--- src/spe_defines.svh ---
`ifndef SPE_DEFINES_SVH
`define SPE_DEFINES_SVH

// ==========================================================
// Entry key and configuration constants
// ==========================================================
// Number of bits in the low-voltage entry key.
`define SPE_KEY_BITS 32
// Width of the key bit counter.
`define SPE_CNT_W 6
// Key value compared on entry; this value is arbitrary.
`define SPE_KEY_VALUE 32'h5A3C_96E1
// Shift order of the key: 1 means first bit is the most significant.
`define SPE_KEY_MSB_FIRST 1'b1
// Configuration value that enables the low-voltage entry path.
`define SPE_LV_ENABLE_ON 1'b1
// Number of synchronised pin levels.
`define SPE_PIN_W 4

`endif

--- src/spe_pkg.sv ---
package spe_pkg;

    // ==========================================================
    // Mode states
    // ==========================================================
    typedef enum logic [2:0] {
        SPE_NORMAL,
        SPE_KEY_SHIFT,
        SPE_KEY_REJECT,
        SPE_LV_PROG,
        SPE_HV_PROG,
        SPE_HV_REJECT
    } spe_state_e;

    // ==========================================================
    // Synchronised pin levels
    // ==========================================================
    typedef struct packed {
        logic clk;
        logic dat;
        logic mc_low;
        logic mc_hv;
    } spe_pins_s;

    // ==========================================================
    // Complete state of the entry block
    // ==========================================================
    typedef struct packed {
        spe_state_e state;
        logic [31:0] shift;
        logic [5:0] cnt;
        logic clk_d;
        logic data_out;
        logic data_oe_n;
        logic rx_bit;
        logic rx_stb;
        logic prog_mode;
        logic hv_mode;
        logic lv_mode;
        logic mem_wr_allow;
        logic lv_enable_clr_grant;
        logic clear_rst_en;
        logic core_reset;
    } spe_st_s;

endpackage

--- src/spe_sync2.sv ---
`timescale 1ns/1ps

// ==========================================================
// Two-stage synchroniser for asynchronous pin levels
// ==========================================================
module spe_sync2 #(
    parameter int W = 1
) (
    // Clock and reset.
    input wire logic sys_clk,
    input wire logic rst,
    // Asynchronous levels in, synchronised levels out.
    input wire logic [W-1:0] async_in,
    output logic [W-1:0] sync_out
);

    logic [W-1:0] meta_r;

    // The first stage feeds only the second stage, nothing else looks at it.
    always_ff @(posedge sys_clk) begin
        if (rst) begin
            meta_r <= '0;
            sync_out <= '0;
        end else begin
            meta_r <= async_in;
            sync_out <= meta_r;
        end
    end

endmodule

--- src/spe_entry.sv ---
// Function
// - HV entry: clock and data held low while master clear reaches high voltage.
// - Low-voltage entry accepted only while the LV enable configuration bit is one.
// - LV entry: master clear low, then 32-bit key shifted in with clock.
// - Program/verify mode held only while master clear stays at its entry level: low for LV entry, high voltage for HV entry.
// - LV enable set forces master clear reset function on, overriding configuration.
// - LV enable bit may be cleared to zero only from high-voltage mode.
// - Clock pin is input only; data pin direction alternates with programmer.
// - In program mode, memory, user IDs and configuration may be written/verified.
`timescale 1ns/1ps
`include "spe_defines.svh"

module spe_entry
    import spe_pkg::*;
#(
    parameter logic [31:0] KEY_VALUE = `SPE_KEY_VALUE,
    parameter logic KEY_MSB_FIRST = `SPE_KEY_MSB_FIRST
) (
    // Clock and reset.
    input wire logic sys_clk,
    input wire logic rst,
    // Programming pins, asynchronous to sys_clk.
    input wire logic prog_clock_pin,
    input wire logic prog_data_pin_i,
    output logic prog_data_pin_o,
    output logic prog_data_pin_oe_n,
    // Master clear comparators, asynchronous to sys_clk.
    input wire logic master_clear_low,
    input wire logic master_clear_hv,
    // Configuration word bits, on sys_clk.
    input wire logic low_voltage_prog_enable,
    input wire logic clear_reset_disable_cfg,
    // Serial command engine, on sys_clk.
    input wire logic dev_drive_req,
    input wire logic dev_drive_bit,
    input wire logic lv_enable_clear_req,
    // Mode and stream outputs.
    output logic rx_bit,
    output logic rx_stb,
    output logic prog_mode,
    output logic hv_mode,
    output logic lv_mode,
    output logic mem_wr_allow,
    output logic lv_enable_clr_grant,
    output logic clear_rst_en,
    output logic core_reset
);

    // ==========================================================
    // Functions
    // ==========================================================
    // Inserts one sampled bit into the key register in the chosen order.
    function automatic logic [31:0] key_shift(input logic [31:0] cur, input logic b);
        logic [31:0] res;
        res = cur;
        if (KEY_MSB_FIRST) begin
            res = {cur[30:0], b};
        end else begin
            res = {b, cur[31:1]};
        end
        return res;
    endfunction

    // ==========================================================
    // Pin synchronisation
    // ==========================================================
    spe_pins_s pins;
    logic [3:0] pins_raw;
    logic [3:0] pins_sync;

    assign pins_raw = {prog_clock_pin, prog_data_pin_i, master_clear_low, master_clear_hv};
    assign pins = spe_pins_s'(pins_sync);

    spe_sync2 #(
        .W(`SPE_PIN_W)
    ) u_sync (
        .sys_clk(sys_clk),
        .rst(rst),
        .async_in(pins_raw),
        .sync_out(pins_sync)
    );

    // ==========================================================
    // State update
    // ==========================================================
    spe_st_s st_r;
    spe_st_s st_nxt;
    logic clk_rise;
    logic clk_fall;
    logic in_prog;
    logic lv_enable_on;

    assign clk_rise = pins.clk & ~st_r.clk_d;
    assign clk_fall = ~pins.clk & st_r.clk_d;
    assign lv_enable_on = (low_voltage_prog_enable == `SPE_LV_ENABLE_ON);

    // Next-state logic: the whole block state is computed in one place.
    always_comb begin
        st_nxt = st_r;
        in_prog = 1'b0;
        st_nxt.clk_d = pins.clk;
        st_nxt.rx_stb = 1'b0;
        case (st_r.state)
            SPE_NORMAL: begin
                st_nxt.shift = '0;
                st_nxt.cnt = '0;
                // High voltage wins over a low master clear, it is the stronger route.
                if (pins.mc_hv) begin
                    if (~pins.clk & ~pins.dat) begin
                        st_nxt.state = SPE_HV_PROG;
                    end else begin
                        st_nxt.state = SPE_HV_REJECT;
                    end
                end else if (pins.mc_low && lv_enable_on) begin
                    st_nxt.state = SPE_KEY_SHIFT;
                end
            end
            SPE_KEY_SHIFT: begin
                if (!pins.mc_low || !lv_enable_on) begin
                    st_nxt.state = SPE_NORMAL;
                    st_nxt.shift = '0;
                    st_nxt.cnt = '0;
                end else if (st_r.cnt == 6'(`SPE_KEY_BITS)) begin
                    // The full key is in; one comparison, no sliding window.
                    if (st_r.shift == KEY_VALUE) begin
                        st_nxt.state = SPE_LV_PROG;
                    end else begin
                        st_nxt.state = SPE_KEY_REJECT;
                    end
                end else if (clk_fall) begin
                    st_nxt.shift = key_shift(st_r.shift, pins.dat);
                    st_nxt.cnt = st_r.cnt + 6'h01;
                end
            end
            SPE_KEY_REJECT: begin
                // A bad key needs a fresh master clear cycle before a retry.
                st_nxt.shift = '0;
                st_nxt.cnt = '0;
                if (!pins.mc_low) begin
                    st_nxt.state = SPE_NORMAL;
                end
            end
            SPE_LV_PROG: begin
                in_prog = 1'b1;
                if (!pins.mc_low) begin
                    st_nxt.state = SPE_NORMAL;
                    in_prog = 1'b0;
                    st_nxt.shift = '0;
                    st_nxt.cnt = '0;
                end
            end
            SPE_HV_PROG: begin
                in_prog = 1'b1;
                if (!pins.mc_hv) begin
                    st_nxt.state = SPE_NORMAL;
                    in_prog = 1'b0;
                end
            end
            SPE_HV_REJECT: begin
                if (!pins.mc_hv) begin
                    st_nxt.state = SPE_NORMAL;
                end
            end
            default: begin
                st_nxt.state = SPE_NORMAL;
            end
        endcase

        // Mode flags; they drop in the same cycle as the exit decision.
        st_nxt.prog_mode = in_prog;
        st_nxt.hv_mode = in_prog && (st_r.state == SPE_HV_PROG);
        st_nxt.lv_mode = in_prog && (st_r.state == SPE_LV_PROG);
        st_nxt.mem_wr_allow = in_prog;

        // Received bits go to the command engine on each rising clock edge.
        if (in_prog && clk_rise) begin
            st_nxt.rx_bit = pins.dat;
            st_nxt.rx_stb = 1'b1;
        end

        // The data driver is only on in program mode and when asked to drive.
        st_nxt.data_oe_n = ~(in_prog & dev_drive_req);
        st_nxt.data_out = in_prog & dev_drive_req & dev_drive_bit;

        // Clearing the LV enable bit is refused from the low-voltage route.
        st_nxt.lv_enable_clr_grant = lv_enable_clear_req && in_prog
            && (st_r.state == SPE_HV_PROG);

        // The reset disable setting is ignored while LV entry is enabled.
        st_nxt.clear_rst_en = lv_enable_on | ~clear_reset_disable_cfg;
        st_nxt.core_reset = (lv_enable_on | ~clear_reset_disable_cfg) & pins.mc_low
            & ~in_prog;
    end

    // Single register for the whole block state.
    always_ff @(posedge sys_clk) begin
        if (rst) begin
            st_r <= '{
                state: SPE_NORMAL,
                shift: 32'h0000_0000,
                cnt: 6'h00,
                clk_d: 1'b0,
                data_out: 1'b0,
                data_oe_n: 1'b1,
                rx_bit: 1'b0,
                rx_stb: 1'b0,
                prog_mode: 1'b0,
                hv_mode: 1'b0,
                lv_mode: 1'b0,
                mem_wr_allow: 1'b0,
                lv_enable_clr_grant: 1'b0,
                clear_rst_en: 1'b1,
                core_reset: 1'b0
            };
        end else begin
            st_r <= st_nxt;
        end
    end

    // ==========================================================
    // Outputs, each straight from the state register
    // ==========================================================
    assign prog_data_pin_o = st_r.data_out;
    assign prog_data_pin_oe_n = st_r.data_oe_n;
    assign rx_bit = st_r.rx_bit;
    assign rx_stb = st_r.rx_stb;
    assign prog_mode = st_r.prog_mode;
    assign hv_mode = st_r.hv_mode;
    assign lv_mode = st_r.lv_mode;
    assign mem_wr_allow = st_r.mem_wr_allow;
    assign lv_enable_clr_grant = st_r.lv_enable_clr_grant;
    assign clear_rst_en = st_r.clear_rst_en;
    assign core_reset = st_r.core_reset;

endmodule

--- config.mk ---
export PLATFORM = sky130hd
export DESIGN_NAME = spe_entry
export DESIGN_NICKNAME = d
export VERILOG_FILES = /design/src/spe_pkg.sv /design/src/spe_sync2.sv /design/src/spe_entry.sv
export VERILOG_INCLUDE_DIRS = /design/src
export SDC_FILE = /design/constraint.sdc
export NUM_CORES = 1
export LEC_CHECK = 0
export BUFFER_PORTS_ARGS = -buffer_cell sky130_fd_sc_hd__buf_2
export CORE_MARGIN = 2
export CORE_UTILIZATION = 35
export DETAILED_ROUTE_END_ITERATION = 8
export GPL_TIMING_DRIVEN = 1
export HOLD_SLACK_MARGIN = 0.12
export PLACE_DENSITY = 0.59
export SETUP_SLACK_MARGIN = 0.15
export SLEW_MARGIN = 20
export SYNTH_ARGS = -nofsm -noshare
export SYNTH_HDL_FRONTEND = slang
export SYNTH_SLANG_ARGS = --single-unit
--- constraint.sdc ---
create_clock -name sys_clk -period 1.6 [get_ports sys_clk]
set_input_delay 0.08 -clock sys_clk [delete_from_list [all_inputs] [get_ports sys_clk]]
set_output_delay 0.08 -clock sys_clk [all_outputs]
set_load 0.03 [all_outputs]
==> flow_summary.ini <==
[drt]
totalWireLength_um = 6400
met3_length_um = 223
drt-met1-wl_um = 3090
drc_errors = 0
top_layer = met4
antenna_left = 0
first_iter_violations = 87
dr_total_vias = 2374
wl_met2_um = 2970
vias_per_cell = 5.59
dr.pass1.iters = 4
wl_per_cell_um = 15.1

[pwr]
p_leak_nw = 1.09
powerDensity_nw_per_um2 = 903
ir_drop_v = 0.000447

[logic_synthesis]
async_flop_share_pct = 0
synth_seq_cells = 60
ys_seq_area_share_pct = 45.9
syn_avg_cell_area_um2 = 9.18
yosys_warnings = 0
synth_nets = 298
synth_ff_type = dfxtp_1
syn_area_um2 = 2620
yosysUniqueCellTypes = 44
synth_edf_count = 0
synth_cells = 285

[final_layout]
n_fill_cell = 705
syn_to_final_growth_pct = 27.5
fin_cells = 425
post-route-util_pct = 46.0
finalNetCount = 334
antenna_cells = 0
drive_gt1_share_pct = 26.7

[global_routing]
grt_pass1_wl_um = 10700
grt_pass1_vias = 2281
antenna_found_initial = 0
grt_max_degree = 36
grt_overflow = 0
gr-usage-all-layers_pct = 16.1

[critical_path]
critical_path_required_ns = 1.87
crit_path_max_fanout = 8
reg2reg_depth = 4
cp-start-kind = flop
slowest_stage = or4_1
max_stage_delay_ns = 0.54
r2r_setup_slack_ns = 0.05
crit_chain = nand4b_1 > or2_4 > or4_1 > a21oi_2
r2r_start = st_r[52]
cp-end-kind = flop
r2r_end = st_r[50]
crit_type = flop to flop
arrival_ns = 1.82

[hold_path]
hold_end = st_r[16]
hold_path.class = primary input to flop
hold_path_depth = 5
hp-start = low_voltage_prog_enable

[clocking]
cts.clk_slew.worst_paths_ns = 0.08
cts_tree = built
worstSkewPairLatency_ns = 0.34
numClockSinks = 60
htree_num_levels = 3
root_buffer = clkbuf_8
cts_buffer_depth = 2
numCtsBuffers = 9

[timing]
setup_viol = 0
worstMarginPinSlew_ns = 0.455
report.final.slew_viol_count = 0
rsz0062_at_grt = true
final.setup_skew_ns = 0.0130
period_needed_ns = 1.55
post-route-period-util_pct = 96.9
finalHoldViolCount = 0
setup_slack_ns = 0.0494
fmaxAchievable_ghz = 0.645
relSlewSlack_pct = 69.5

[place]
dp.cells = 398
dp_worst_setup_slack_ns = 0.0159
routabilityCongestion = 0.749
port_buffers = 21
dp_hpwl_um = 3760

[floorplan]
ios = 22
core-area_um2 = 7250
initial_core_util_pct = 36.1
num_rows = 31
die_h_um = 90.5
dieArea_um2 = 8190
die_w_um = 90.5

[flow_run]
drv_cap = 0

[status]
status = finished, final reports clean
## final cells by class
cell class	instances	area, um^2	share of cell area [%]
multi-input combinational	188	1350	40.4
clock buffer	10	128	3.82
inverter	8	30.0	0.900
sequential	60	1210	36.3
tap	99	124	3.71
clock inverter	6	65.1	1.95
timing repair buffer	54	432	12.9
## registers in the layout, indices dropped and copies added (netlist names)
name and flops:
hv_mode 1, rx_bit 1, prog_data_pin_o 1, st_r 42, prog_data_pin_oe_n 1, mem_wr_allow 1, rx_stb 1, lv_enable_clr_grant 1
u_sync.sync_out 4, u_sync.meta_r 4, lv_mode 1, core_reset 1, clear_rst_en 1
## cells in the mapped netlist, types with 3 or more instances
| cell type | n | area [um^2] |
|---|---|---|
| clkbuf_1 | 9 | 33.8 |
| a21oi_1 | 38 | 190 |
| dfxtp_1 | 60 | 1200 |
| nor2b_1 | 11 | 68.8 |
| buf_2 | 18 | 90.1 |
| o2111ai_1 | 33 | 289 |
| and2_1 | 3 | 18.8 |
| nand4b_1 | 4 | 35.0 |
| nor2_1 | 4 | 15.0 |
| nand3_1 | 37 | 185 |
| and3_1 | 4 | 25.0 |
| nand2b_1 | 3 | 18.8 |
| nand2_1 | 8 | 30.0 |
| nor4b_1 | 3 | 26.3 |
| inv_1 | 8 | 30.0 |
| o32ai_1 | 3 | 26.3 |
## per-stage QoR
stage	hold WS, ns	cell area, um^2	setup TNS [ns]	power, mW
after global routing	0.408	3340	-0.779	3.13
after detailed placement	0.262	2980	0	1.68
after global placement	0.261	2980	0	1.68
after floorplan	0.142	2710	0	1.63
final	0.329	3340	0	3.01
after CTS	0.297	3290	0	3.05
## logic make-up after synthesis
logic type                 share of synthesized area (%)
AOI/OAI and AO/OA                                   26.1
and+or+nand+nor                                     20.2
DFF                                                 45.9
buffers and inverters                               6.45
adders and majority gates                          0.956
muxes                                              0.382
## cells in the final DEF (no fill, tap or decap), drive strengths merged, types with 3 or more instances in the layout
cell type / n
a21oi: 38
nand2b: 3
inv: 8
o2111ai: 33
buf: 44
nand2: 8
dfxtp: 60
and3: 4
and2: 3
nor2b: 11
clkinvlp: 4
nor2: 4
clkbuf: 10
nand3: 37
dlygate4sd3: 10
o32ai: 3
nand4b: 4
o21ai: 3
nor4b: 3
## where the power goes
group	internal, mW	switching [mW]	total [mW]
registers	1.51	0.00719	1.51
logic	0.0627	0.0913	0.154
clock network	0.716	0.630	1.35
## how the worst max path moves through the flow
stage	startpoint	to	slack, ns	cells past startpoint
6_report	st_r[52]	st_r[50]	0.05	4
5_1_grt	st_r[16]	st_r[46]	-0.05	6
4_1_cts	st_r[14]	st_r[15]	0.06	6
3_5_place_dp	st_r[52]	st_r[50]	0.02	4
3_3_place_gp	st_r[52]	st_r[50]	0.03	4
2_1_floorplan	st_r[50]	st_r[50]	0.12	5
## layer usage
metal / vias up / track usage (%)
met5: - / 0
met2: 41 / 24.7
met4: 0 / 7.05
met1: 1149 / 20.5
met3: 11 / 5.76
li1: 1173 / -
## critical path: cells and delay by family, from the launching register on
family,cells,cell delay (ns)
simple gates,3,1.04
flops,1,0.31
compound gates,1,0.12
## what timing repair did
action                                  CTS  global route
hold buffers                             10             0
pin swaps                                 1             1
hold endpoints to repair                 11             0
setup buffers                             0             1
endpoints found under the setup margin   39            43
cloned                                    0             0
resized for setup                         7             8
(Power assumes the default switching activity.)
